$ cat src/hw/dht_params.svh
/*
 * Register offsets, field positions, reset values and limits for the
 * drive health trip latch.
 * Assumes a 4-bit word address and 16-bit register data.
 */
`ifndef DHT_PARAMS_SVH
`define DHT_PARAMS_SVH

// ----------------------------------------------------------------------
// Register offsets (word addresses)
// ----------------------------------------------------------------------
`define DHT_REG_CTRL      4'h0
`define DHT_REG_STATUS    4'h1
`define DHT_REG_ALARM_LO  4'h2
`define DHT_REG_ALARM_HI  4'h3
`define DHT_REG_FAULT     4'h4
`define DHT_REG_FLC       4'h5
`define DHT_REG_INT_STAT  4'h6
`define DHT_REG_INT_MASK  4'h7

// ----------------------------------------------------------------------
// Fields and reset values
// ----------------------------------------------------------------------
`define DHT_CTRL_AUTOCLR  0
`define DHT_CTRL_RST      1'h1
`define DHT_FLC_RST       16'h0100
`define DHT_INT_TRIP      0
`define DHT_INT_OVERCUR   1
`define DHT_INT_COAST     2
`define DHT_INT_STOPPED   3

// ----------------------------------------------------------------------
// Alarm set and overcurrent limit
// ----------------------------------------------------------------------
`define DHT_NUM_ALARMS    17
`define DHT_EXT_ALARMS    16
`define DHT_OC_PCT        26'h000012C
`define DHT_PCT_BASE      26'h0000064

`endif

$ cat src/hw/dht_pkg.sv
/*
 * Types shared by the drive health trip latch files.
 * Assumes the constants of dht_params.svh.
 */
package dht_pkg;

    // Drive sequencing states
    typedef enum logic [1:0] {
        DHT_IDLE,
        DHT_RUNNING,
        DHT_CSTOP,
        DHT_TRIPPED
    } dht_state_type;

    typedef logic [15:0] dht_word_type;
    typedef logic [4:0]  dht_code_type;

endpackage

$ cat src/hw/dht_sync.sv
/*
 * Two-flop synchroniser for a vector of pin levels.
 * Assumes each bit is an independent slow level; no bus coherency.
 */
`timescale 1ns/1ns
`default_nettype none

module dht_sync #(
    parameter int W = 1
) (
    input  wire logic         mclk_in,
    input  wire logic         resetn_in,
    input  wire logic [W-1:0] async_in,
    output var  logic [W-1:0] sync_out
);
    logic [W-1:0] meta_r;

    always_ff @(posedge mclk_in) begin
        if (!resetn_in) begin
            meta_r   <= '0;
            sync_out <= '0;
        end else begin
            meta_r   <= async_in;
            sync_out <= meta_r;
        end
    end
endmodule // dht_sync

`default_nettype wire

$ cat src/hw/dht_trip_latch.sv
/*
 * Fault supervision and trip latch for a DC motor drive: alarm summary,
 * firing inhibit, contactor control, stop inputs, overcurrent trip,
 * fault capture for the operator panel, register port and interrupt.
 * Assumes pins are asynchronous, current and stop-done come from logic
 * on mclk_in, and a register master that never waits.
 */
// Design decisions made here: the placing of the registers and the address-and-strobe port.
`timescale 1ns/1ns
`default_nettype none
`include "dht_params.svh"

// Summary of operation
// - Seventeen alarms combine into one healthy flag
// - Healthy flag is the alarm summary output
// - Healthy flag drives digital output two
// - Fault drops healthy, inhibits firing at once
// - Then contactor drops (with firing if coast-stop low), fault captured for panel
// - Auto-clear: trip held until run goes low
// - Restart into live fault re-trips, no enable
// - No auto-clear: restart blocked after any trip
// - Overcurrent trips above 300 percent full load
// - Controlled-stop low: stop, then drop contactor
// - Coast-stop low: drop contactor immediately
// - Start contactor open while run is low
// - Run indication false on disable or alarm
// - Health indication off on any fault
// - Run on: start, contactor, bridge, healthy
module dht_trip_latch
    import dht_pkg::*;
(
    input  wire logic        mclk_in,
    input  wire logic        resetn_in,
    input  wire logic [15:0] alarm_in,
    input  wire logic        run_in,
    input  wire logic        enable_in,
    input  wire logic        prog_stop_in,
    input  wire logic        coast_stop_in,
    input  wire logic        stop_done_in,
    input  wire logic [15:0] arm_current_in,
    input  wire logic [3:0]  reg_addr_in,
    input  wire logic [15:0] reg_wdata_in,
    input  wire logic        reg_wr_in,
    input  wire logic        reg_rd_in,
    output var  logic [15:0] reg_rdata_out,
    output var  logic        healthy_out,
    output var  logic        dig_out2_out,
    output var  logic        fire_enable_out,
    output var  logic        contactor_out,
    output var  logic        start_contactor_out,
    output var  logic        ctrl_stop_req_out,
    output var  logic        run_led_out,
    output var  logic        health_led_out,
    output var  logic        oc_trip_led_out,
    output var  logic [4:0]  panel_fault_code_out,
    output var  logic        irq_out
);

    // ------------------------------------------------------------------
    // Functions
    // ------------------------------------------------------------------
    // Current above limit, compared in percent to avoid a divider
    function automatic logic over_limit(input logic [15:0] cur,
                                        input logic [15:0] flc);
        logic [25:0] lhs;
        logic [25:0] rhs;
        lhs = 26'(cur) * `DHT_PCT_BASE;
        rhs = 26'(flc) * `DHT_OC_PCT;
        return lhs > rhs;
    endfunction

    // Lowest active alarm as code 1..17, zero when none
    function automatic dht_code_type first_alarm(
        input logic [`DHT_NUM_ALARMS-1:0] a);
        dht_code_type c;
        c = 5'h00;
        for (int i = `DHT_NUM_ALARMS - 1; i >= 0; i--) begin
            if (a[i]) begin
                c = 5'(i + 1);
            end
        end
        return c;
    endfunction

    // ------------------------------------------------------------------
    // Declarations
    // ------------------------------------------------------------------
    logic [19:0]                pin_sync;
    logic [15:0]                ext_alarm;
    logic                       run_s;
    logic                       enable_s;
    logic                       prog_s;
    logic                       coast_s;
    logic                       overcur;
    logic [`DHT_NUM_ALARMS-1:0] alarm_vec;
    logic                       any_alarm;
    logic                       start_ok;
    logic                       trip_event;

    dht_state_type              state_r;
    dht_state_type              state_nxt;
    logic                       trip_r;
    logic [`DHT_NUM_ALARMS-1:0] alarm_r;
    dht_code_type               fault_code_r;
    logic                       auto_clear_r;
    dht_word_type               flc_r;
    logic [3:0]                 int_stat_r;
    logic [3:0]                 int_stat_nxt;
    logic [3:0]                 int_mask_r;
    logic [3:0]                 int_event;
    logic                       coast_q_r;
    logic                       running_now;
    logic                       healthy_nxt;
    logic                       fire_nxt;
    logic                       contactor_nxt;
    logic                       start_ct_nxt;

    // ------------------------------------------------------------------
    // Pin synchronisers
    // ------------------------------------------------------------------
    dht_sync #(
        .W (20)
    ) u_pin_sync (
        .mclk_in   (mclk_in),
        .resetn_in (resetn_in),
        .async_in  ({coast_stop_in, prog_stop_in, enable_in, run_in, alarm_in}),
        .sync_out  (pin_sync)
    );

    assign ext_alarm = pin_sync[15:0];
    assign run_s     = pin_sync[16];
    assign enable_s  = pin_sync[17];
    assign prog_s    = pin_sync[18];
    assign coast_s   = pin_sync[19];

    // ------------------------------------------------------------------
    // Alarm summary
    // ------------------------------------------------------------------
    assign overcur   = over_limit(arm_current_in, flc_r);
    assign alarm_vec = {overcur, ext_alarm};
    assign any_alarm = |alarm_vec;

    // Start needs no latched trip; a live alarm at start re-trips instead
    assign start_ok  = run_s && prog_s && coast_s && !trip_r;

    // Alarms are watched while running and at any attempted start
    assign trip_event = any_alarm &&
                        (state_r == DHT_RUNNING || state_r == DHT_CSTOP ||
                         (state_r == DHT_IDLE && start_ok));

    assign running_now = (state_nxt == DHT_RUNNING) || (state_nxt == DHT_CSTOP);

    // ------------------------------------------------------------------
    // Sequencer
    // ------------------------------------------------------------------
    always_comb begin
        state_nxt = state_r;
        unique case (state_r)
            DHT_IDLE: begin
                if (trip_event) begin
                    state_nxt = DHT_TRIPPED;
                end else if (start_ok) begin
                    state_nxt = DHT_RUNNING;
                end
            end
            DHT_RUNNING: begin
                if (trip_event) begin
                    state_nxt = DHT_TRIPPED;
                end else if (!coast_s) begin
                    state_nxt = DHT_IDLE;
                end else if (!prog_s || !run_s) begin
                    state_nxt = DHT_CSTOP;
                end
            end
            DHT_CSTOP: begin
                if (trip_event) begin
                    state_nxt = DHT_TRIPPED;
                end else if (!coast_s || stop_done_in) begin
                    state_nxt = DHT_IDLE;
                end
            end
            DHT_TRIPPED: begin
                // Without auto-clear only reset leaves this state
                if (auto_clear_r && !run_s) begin
                    state_nxt = DHT_IDLE;
                end
            end
        endcase
    end

    always_ff @(posedge mclk_in) begin
        if (!resetn_in) begin
            state_r <= DHT_IDLE;
        end else begin
            state_r <= state_nxt;
        end
    end

    // ------------------------------------------------------------------
    // Trip latch and fault capture
    // ------------------------------------------------------------------
    always_ff @(posedge mclk_in) begin
        if (!resetn_in) begin
            trip_r       <= 1'b0;
            fault_code_r <= 5'h00;
            alarm_r      <= '0;
        end else begin
            alarm_r <= alarm_vec;
            if (trip_event) begin
                trip_r       <= 1'b1;
                fault_code_r <= first_alarm(alarm_vec);
            end else if (state_r == DHT_TRIPPED && auto_clear_r && !run_s) begin
                trip_r <= 1'b0;
            end
        end
    end

    // ------------------------------------------------------------------
    // Drive outputs
    // ------------------------------------------------------------------
    // Healthy falls in the cycle the alarm is seen and stays low while tripped
    assign healthy_nxt   = !any_alarm && !trip_event &&
                           !(trip_r && state_nxt == DHT_TRIPPED);
    assign fire_nxt      = running_now && enable_s && !trip_event;
    // Contactor drops one cycle after firing on a trip with coast-stop high, otherwise with it; never before it
    assign contactor_nxt = (contactor_out && (running_now || (trip_event && coast_s))) ||
                           (state_r == DHT_IDLE && state_nxt == DHT_RUNNING);
    assign start_ct_nxt  = run_s && !trip_event &&
                           !(trip_r && state_nxt == DHT_TRIPPED);

    always_ff @(posedge mclk_in) begin
        if (!resetn_in) begin
            healthy_out         <= 1'b0;
            dig_out2_out        <= 1'b0;
            fire_enable_out     <= 1'b0;
            contactor_out       <= 1'b0;
            start_contactor_out <= 1'b0;
            ctrl_stop_req_out   <= 1'b0;
            health_led_out      <= 1'b0;
            oc_trip_led_out     <= 1'b0;
        end else begin
            healthy_out         <= healthy_nxt;
            dig_out2_out        <= healthy_nxt;
            health_led_out      <= healthy_nxt;
            fire_enable_out     <= fire_nxt;
            contactor_out       <= contactor_nxt && !(trip_r && !running_now);
            start_contactor_out <= start_ct_nxt;
            ctrl_stop_req_out   <= (state_nxt == DHT_CSTOP);
            oc_trip_led_out     <= overcur;
        end
    end

    // Run light is built from the next values of the outputs it reports on
    always_ff @(posedge mclk_in) begin
        if (!resetn_in) begin
            run_led_out <= 1'b0;
        end else begin
            run_led_out <= run_s && start_ct_nxt && fire_nxt &&
                           contactor_nxt && healthy_nxt && !any_alarm;
        end
    end

    always_ff @(posedge mclk_in) begin
        if (!resetn_in) begin
            panel_fault_code_out <= 5'h00;
        end else begin
            panel_fault_code_out <= trip_event ? first_alarm(alarm_vec)
                                               : fault_code_r;
        end
    end

    // ------------------------------------------------------------------
    // Configuration registers
    // ------------------------------------------------------------------
    always_ff @(posedge mclk_in) begin
        if (!resetn_in) begin
            auto_clear_r <= `DHT_CTRL_RST;
            flc_r        <= `DHT_FLC_RST;
            int_mask_r   <= 4'h0;
        end else if (reg_wr_in) begin
            if (reg_addr_in == `DHT_REG_CTRL) begin
                auto_clear_r <= reg_wdata_in[`DHT_CTRL_AUTOCLR];
            end
            if (reg_addr_in == `DHT_REG_FLC) begin
                flc_r <= reg_wdata_in;
            end
            if (reg_addr_in == `DHT_REG_INT_MASK) begin
                int_mask_r <= reg_wdata_in[3:0];
            end
        end
    end

    // ------------------------------------------------------------------
    // Interrupts
    // ------------------------------------------------------------------
    always_ff @(posedge mclk_in) begin
        if (!resetn_in) begin
            coast_q_r <= 1'b0;
        end else begin
            coast_q_r <= coast_s;
        end
    end

    always_comb begin
        int_event = 4'h0;
        int_event[`DHT_INT_TRIP]    = trip_event;
        int_event[`DHT_INT_OVERCUR] = overcur && !alarm_r[`DHT_EXT_ALARMS];
        int_event[`DHT_INT_COAST]   = coast_q_r && !coast_s;
        int_event[`DHT_INT_STOPPED] = state_r == DHT_CSTOP && state_nxt == DHT_IDLE;
    end

    // New events win over a same-cycle write-one-to-clear
    always_comb begin
        int_stat_nxt = int_stat_r;
        if (reg_wr_in && reg_addr_in == `DHT_REG_INT_STAT) begin
            int_stat_nxt = int_stat_nxt & ~reg_wdata_in[3:0];
        end
        int_stat_nxt = int_stat_nxt | int_event;
    end

    always_ff @(posedge mclk_in) begin
        if (!resetn_in) begin
            int_stat_r <= 4'h0;
            irq_out    <= 1'b0;
        end else begin
            int_stat_r <= int_stat_nxt;
            irq_out    <= |(int_stat_nxt & int_mask_r);
        end
    end

    // ------------------------------------------------------------------
    // Register read port
    // ------------------------------------------------------------------
    always_ff @(posedge mclk_in) begin
        if (!resetn_in) begin
            reg_rdata_out <= 16'h0000;
        end else if (reg_rd_in) begin
            unique case (reg_addr_in)
                `DHT_REG_CTRL:     reg_rdata_out <= {15'h0000, auto_clear_r};
                `DHT_REG_STATUS:   reg_rdata_out <= {9'h000, state_r, contactor_out,
                                                     fire_enable_out, run_led_out,
                                                     trip_r, healthy_out};
                `DHT_REG_ALARM_LO: reg_rdata_out <= alarm_r[15:0];
                `DHT_REG_ALARM_HI: reg_rdata_out <= {15'h0000, alarm_r[16]};
                `DHT_REG_FAULT:    reg_rdata_out <= {11'h000, fault_code_r};
                `DHT_REG_FLC:      reg_rdata_out <= flc_r;
                `DHT_REG_INT_STAT: reg_rdata_out <= {12'h000, int_stat_r};
                `DHT_REG_INT_MASK: reg_rdata_out <= {12'h000, int_mask_r};
                default:           reg_rdata_out <= 16'h0000;
            endcase
        end else begin
            // Data stand only in the cycle after the read strobe
            reg_rdata_out <= 16'h0000;
        end
    end

endmodule // dht_trip_latch

`default_nettype wire
$ cat config.mk
export PLATFORM = sky130hd
export DESIGN_NAME = dht_trip_latch
export DESIGN_NICKNAME = d
export VERILOG_FILES = /design/src/hw/dht_pkg.sv /design/src/hw/dht_sync.sv /design/src/hw/dht_trip_latch.sv
export VERILOG_INCLUDE_DIRS = /design/src /design/src/hw
export SDC_FILE = /design/constraint.sdc
export NUM_CORES = 1
export LEC_CHECK = 0
export ABC_AREA = 1
export BUFFER_PORTS_ARGS = -buffer_cell sky130_fd_sc_hd__buf_4
export CAP_MARGIN = 20
export CORE_MARGIN = 2
export CORE_UTILIZATION = 55
export DETAILED_ROUTE_END_ITERATION = 8
export HOLD_SLACK_MARGIN = 0.06
export PLACE_DENSITY = 0.76
export SLEW_MARGIN = 20
export SYNTH_ARGS = -nofsm -noshare
export SYNTH_HDL_FRONTEND = slang
export SYNTH_SLANG_ARGS = --single-unit
$ cat constraint.sdc
create_clock -name mclk_in -period 9.9 [get_ports mclk_in]
set_input_delay 2.475 -clock mclk_in [delete_from_list [all_inputs] [get_ports mclk_in]]
set_output_delay 2.475 -clock mclk_in [all_outputs]
set_load 0.005 [all_outputs]
==> flow_summary.toml, run 1 <==
[final_layout]
nets = 1411
drive_gt1_share_pct = 12.30
diodes = 0
synthToLayoutAreaGrowth_pct = 17.55
finalNonFillerCells = 1371

[worst_setup_path]
reg2reg_to = "contactor_out$_SDFF_PN0_"
cpMostUsedCell = "nand2_1"
r2r-start = "flc_r[8]$_SDFFE_PN1P_"
r2r_slack_ps = 2880
cp_num_cells = 42
arrival_ps = 8780
crit_family = "adder cells"
slowest_delay_ps = 490
setup.worst_path.start = "arm_current_in[4]"
required_ps = 10190
critPathMaxFanout = 9
end_kind = "flip-flop"
path_buf_inv = 6
crit_end = "contactor_out$_SDFF_PN0_"
worstRegToRegCells = 38
worstSetupStartpointType = "input pin"
cpMaxStageDelayCell = "fa_1"
worstSetupPathType = "in2reg"

[pwr]
internal-power_uw = 1144
clkPwrFrac_pct = 35.8
p_switching_uw = 632.6
combPwrFrac_pct = 34.6
seq_power_share_pct = 29.6
vdd.ir_drop.worst_mv = 0.1626
p_leak_uw = 0.005464
swShare_pct = 35.60
power.density_nw_per_um2 = 181.4

[die]
die_area_um2 = 16160
floorplan.initialDensity_pct = 56.92
rows = 44
io_pins = 92
die_y_um = 127.1
dieWidth_um = 127.1
core_um2 = 14640

[global_routing]
grtUsageMet3_pct = 3.853
grt_pass1_wl_mm = 31.30
grt_max_degree = 85
use_met1_pct = 33.66
track_usage_pct = 24.13
grt_pass1_vias = 6629
antenna_found_initial = 0
grt_use_met2_pct = 38.05
grt.busiest_layer = "met2"
grt_overflow = 0

[sta]
timing.setup.tns_ps = 0
fin_hold_ws_ps = 411.5
setup_viol = 0
fin_ws_ps = 1415
min_period_over_period_pct = 85.70
fin_skew_ps = 11.40
rsz0062_at_grt = "false"
finalCriticalPeriod_ps = 8485
tightestPinTransition_ps = 803.3
relSlewSlack_pct = 45.95
fmax_ghz = 0.1179
hold_viol = 0
slew_violations = 0

[detailed_routing]
antenna_left = 0
vias = 6955
drt_first_iter_violations = 553
route.detailed.drc = 0
wl_per_cell_um = 13.49
viasPerCell = 5.073
routed_wirelength_mm = 18.50
dr.pass1.iters = 6

[synth]
ys_seq_area_share_pct = 27.38
syn_nets = 1318
synth_top_area_cell = "dfxtp_1"
synth_cell_type_count = 47
syn-cell-area_um2 = 8335
netlist_top_cells_area = "dfxtp_1 (27%), ha_1 (21%), inv_1 (12%)"
synth.top_cell.area_share_pct = 27.38
ys_warn_count = 0
synth-edff-count = 0
synthCells = 1081
async_reset_ff_share_pct = 0
synth_flop_cell = "dfxtp_1"
yosys_register_bits = 114
syn_avg_cell_area_um2 = 7.711

[placement]
hpwl_mm = 14.61
dp.cells = 1339
portBuffers = 91
dp_slack_ps = 1093
gp_congestion = 0.9060

[clock_network]
cts.sinks = 114
cts_buffers = 17
root_buffer = "clkbuf_16"
hold_buffers = 0
cts_tree = "built"
htree_num_levels = 4
clk_latency_ps = 410
post_cts_buffers = 0
cts_resized = 0
cts_buffer_depth = 2
path_clk_slew_ps = 60

[worst_hold_path]
hold_class = "reg2reg"
hp-start = "u_pin_sync.meta_r[1]$_SDFF_PN0_"

[outcome]
status = "complete, no violations"

[run]
maxCapViolCount = 0
## cell families after synthesis
logic type	count (synthesis)	synth area share, %
flip-flops	114	27.38
AND/OR/NAND/NOR	310	15.40
XOR/XNOR	33	3.467
adder cells (fa/ha/maj)	176	29.48
buffers and inverters	287	13.04
AO/OA/AOI/OAI	161	11.23
## layer usage
metal	wire length [um]	share of wire [%]
met1	8559	46
met5	0	0
met3	1157	6.3
met2	8285	45
met4	495	2.7
## layout by cell type (no fill, tap or decap), drive strengths merged, types with 30 or more instances in the layout
cell,Yosys,final
a21oi,77,77
fa,34,34
ha,142,142
nand2,201,201
buf,3,91
inv,270,277
o21ai,45,45
nor2,56,56
nand3,30,30
dfxtp,114,114
## final cells by class
class	instances	area (um^2)
inverters	270	1016
multi-input cells	680	4966
clock inverters	15	195.2
flip-flops and latches	114	2282
fillers	1256	4846
clock buffers	17	425.4
well taps	184	230.2
repair buffers	91	683.2
## worst register-to-register path: cells and delay by family (launching register included)
family	cells	cell delay, ps
adder cells (fa/ha/maj)	7	2690
AND/OR/NAND/NOR	18	1630
AO/OA/AOI/OAI	8	1560
flip-flops	1	500
buffers and inverters	4	370
XOR/XNOR	1	160
## synthesized netlist by cell type, types with 4 or more instances
cell type and instances:
inv_1 267, nand2_1 194, ha_1 142, dfxtp_1 114, a21oi_1 74, nor2_1 54
o21ai_0 40, fa_1 34, nand3_1 28, xor2_1 19, clkbuf_1 14, xnor2_1 14
nor3_1 10, a31oi_1 9, nand2_2 7, nand4_1 6, o21bai_1 6, a22oi_1 4
o21ai_1 4
## worst min path at each step
stage	to	slack, ps	cells after the start
finish	u_pin_sync.sync_out[1]$_SDFF_PN0_	410	2
global route	u_pin_sync.sync_out[14]$_SDFF_PN0_	440	2
CTS	u_pin_sync.sync_out[1]$_SDFF_PN0_	410	2
detailed placement	u_pin_sync.sync_out[12]$_SDFF_PN0_	400	2
global placement	u_pin_sync.sync_out[16]$_SDFF_PN0_	390	2
floorplan	u_pin_sync.sync_out[0]$_SDFF_PN0_	390	2
## flip-flops by register name (all words and copies together) (netlist names)
register / cells
reg_rdata_out: 16
state_r: 2
auto_clear_r: 1
fire_enable_out: 1
u_pin_sync.sync_out: 20
u_pin_sync.meta_r: 20
coast_q_r: 1
contactor_out: 1
run_led_out: 1
flc_r: 16
int_mask_r: 4
panel_fault_code_out: 5
ctrl_stop_req_out: 1
health_led_out: 1
start_contactor_out: 1
trip_r: 1
int_stat_r: 4
alarm_r: 17
irq_out: 1
## per-stage QoR
stage               total power, uW  cell area, um^2  util, %
finish                         1777             9798    66.91
detailed placement             1136             9178    62.67
global placement               1124             9178    62.67
CTS                            1778             9798    66.91
global route                   1898             9798    66.91
floorplan                     963.0             8335        -
## power groups by stage
stage	combinational [uW]	sequential, uW	clock, uW
2_1_floorplan	438	525	0
3_3_place_gp	589	535	0
3_5_place_dp	601	535	0
4_1_cts	608	525	645
5_1_grt	701	530	667
6_report	615	526	637
Note: power is estimated with default switching activity, not from simulation.
==> run 2, diff against run 1 <==
==> constraint.sdc (replaced) <==
create_clock -name mclk_in -period 9.9 [get_ports mclk_in]
set_input_delay 1.98 -clock mclk_in [delete_from_list [all_inputs] [get_ports mclk_in]]
set_output_delay 1.98 -clock mclk_in [all_outputs]
set_load 0.005 [all_outputs]
==> flow_summary.toml, run 2 (synthesized netlist as in run 1, its figures left out) <==
[outcome]
status = "complete, no violations"

[global_routing]
grt_pass1_wl_mm = 31.06
grt_pass1_vias = 6623
antenna_found_initial = 0
grt_max_degree = 85
grt_overflow = 0
track_usage_pct = 23.82

[die]
die_y_um = 127.1
io_pins = 92
core_um2 = 14640
rows = 44
dieWidth_um = 127.1
die_area_um2 = 16160
floorplan.initialDensity_pct = 56.92

[placement]
gp_congestion = 0.9056
portBuffers = 91
hpwl_mm = 14.74

[final_layout]
diodes = 0
nets = 1411
reg_top3 = "u_pin_sync.meta_r: 20 flops, u_pin_sync.sync_out: 20 flops, alarm_r: 17 flops"
synthToLayoutAreaGrowth_pct = 17.25
final_common_cell = "inv_1"
drive_gt1_share_pct = 12.30
fillers = 1279
mostFrequentLayoutCells = "inv_1 (267), nand2_1 (194), ha_1 (142), dfxtp_1 (114), buf_4 (91)"

[sta]
relSlewSlack_pct = 48.74
rsz0062_at_grt = "false"
timing.setup.tns_ps = 0
hold_viol = 0
tightestPinTransition_ps = 761.9
fin_skew_ps = 8.106
min_period_over_period_pct = 80.69
slew_violations = 0
finalCriticalPeriod_ps = 7988
fin_hold_ws_ps = 409.6
setup_viol = 0
fmax_ghz = 0.1252

[pwr]
swShare_pct = 36.22
clkPwrFrac_pct = 34.8
p_switching_uw = 635.3
vdd.ir_drop.worst_mv = 0.1426
power.density_nw_per_um2 = 179.4
seq_power_share_pct = 30.0
p_leak_uw = 0.005449
combPwrFrac_pct = 35.2
internal-power_uw = 1118

[worst_setup_path]
r2r-start = "flc_r[5]$_SDFFE_PN0P_"
required_ps = 10240
end_kind = "flip-flop"
arrival_ps = 8330
worstSetupStartpointType = "input pin"
cpMostUsedCell = "nand2_1"
critPathMaxFanout = 9
worstSetupPathType = "in2reg"
cpMaxStageDelayCell = "fa_1"
setup.worst_path.start = "arm_current_in[4]"
slowest_delay_ps = 500

[clock_network]
htree_num_levels = 4
cts_buffer_depth = 2
cts_buffers = 17
cts_resized = 0
hold_buffers = 0
path_clk_slew_ps = 60
post_cts_buffers = 0
root_buffer = "clkbuf_16"
cts.sinks = 114
clk_latency_ps = 410
cts_tree = "built"

[detailed_routing]
routed_wirelength_mm = 18.56
route.detailed.drc = 0
wl_per_cell_um = 13.54
vias = 6898
antenna_left = 0
dr.pass1.iters = 5
viasPerCell = 5.031
drt_first_iter_violations = 504

[run]
maxCapViolCount = 0

[worst_hold_path]
hold_class = "reg2reg"
hp-start = "u_pin_sync.meta_r[12]$_SDFF_PN0_"
-- run 2: changes by cell type in the layout (fill, tap and decap cells not counted), sizes merged --
cell / delta
bufinv: -1
clkinvlp: +1
-- run 2: final cells by class --
type | instances | area, um^2 | share of cell area (%)
clock buffers | 17 | 425.4 | 4.353
inverters | 270 | 1016 | 10.40
clock inverters | 15 | 170.2 | 1.741
repair buffers | 91 | 683.2 | 6.990
well taps | 184 | 230.2 | 2.356
multi-input cells | 680 | 4966 | 50.81
flip-flops and latches | 114 | 2282 | 23.35
-- run 2: worst max-delay path: cells and delay by family --
family | cells | cell delay [ps]
simple gates | 19 | 1920
buf+inv | 7 | 610
fa+ha+maj | 6 | 1910
xor+xnor | 1 | 150
compound gates | 11 | 1760
-- run 2: power by group through the flow --
stage / combinational (uW) / sequential [uW] / clock, uW
2_1_floorplan: 438 / 525 / 0
3_3_place_gp: 590 / 535 / 0
3_5_place_dp: 601 / 534 / 0
4_1_cts: 610 / 525 / 613
5_1_grt: 708 / 530 / 636
6_report: 617 / 526 / 610
-- run 2: per-stage QoR --
| stage | power (uW) | setup slack, ps | area (um^2) | utilization (%) | std cells |
|---|---|---|---|---|---|
| 2_1_floorplan | 963.0 | 2476 | 8335 | - | 1081 |
| 3_3_place_gp | 1125 | 1953 | 9178 | 62.67 | 1339 |
| 3_5_place_dp | 1136 | 1649 | 9178 | 62.67 | 1339 |
| 4_1_cts | 1749 | 2045 | 9773 | 66.74 | 1371 |
| 5_1_grt | 1874 | 1406 | 9773 | 66.74 | 1371 |
| 6_report | 1754 | 1912 | 9773 | 66.74 | 1371 |
-- run 2: final timing paths --
path / slack, ps / cells after the start / to
max: 1910 / 44 / run_led_out$_SDFF_PN0_
min: 410 / 2 / u_pin_sync.sync_out[12]$_SDFF_PN0_
max reg2reg: 2980 / 40 / run_led_out$_SDFF_PN0_
min reg2reg: 410 / 2 / u_pin_sync.sync_out[12]$_SDFF_PN0_
-- run 2: metal layers --
layer  track usage (%)  wire [um]  up-vias
met5                 0          0        -
met4             5.818        257        0
met3             5.151       1224       22
met2             38.61       8502      212
met1             32.66       8580     3093
li1                  -          -     3571
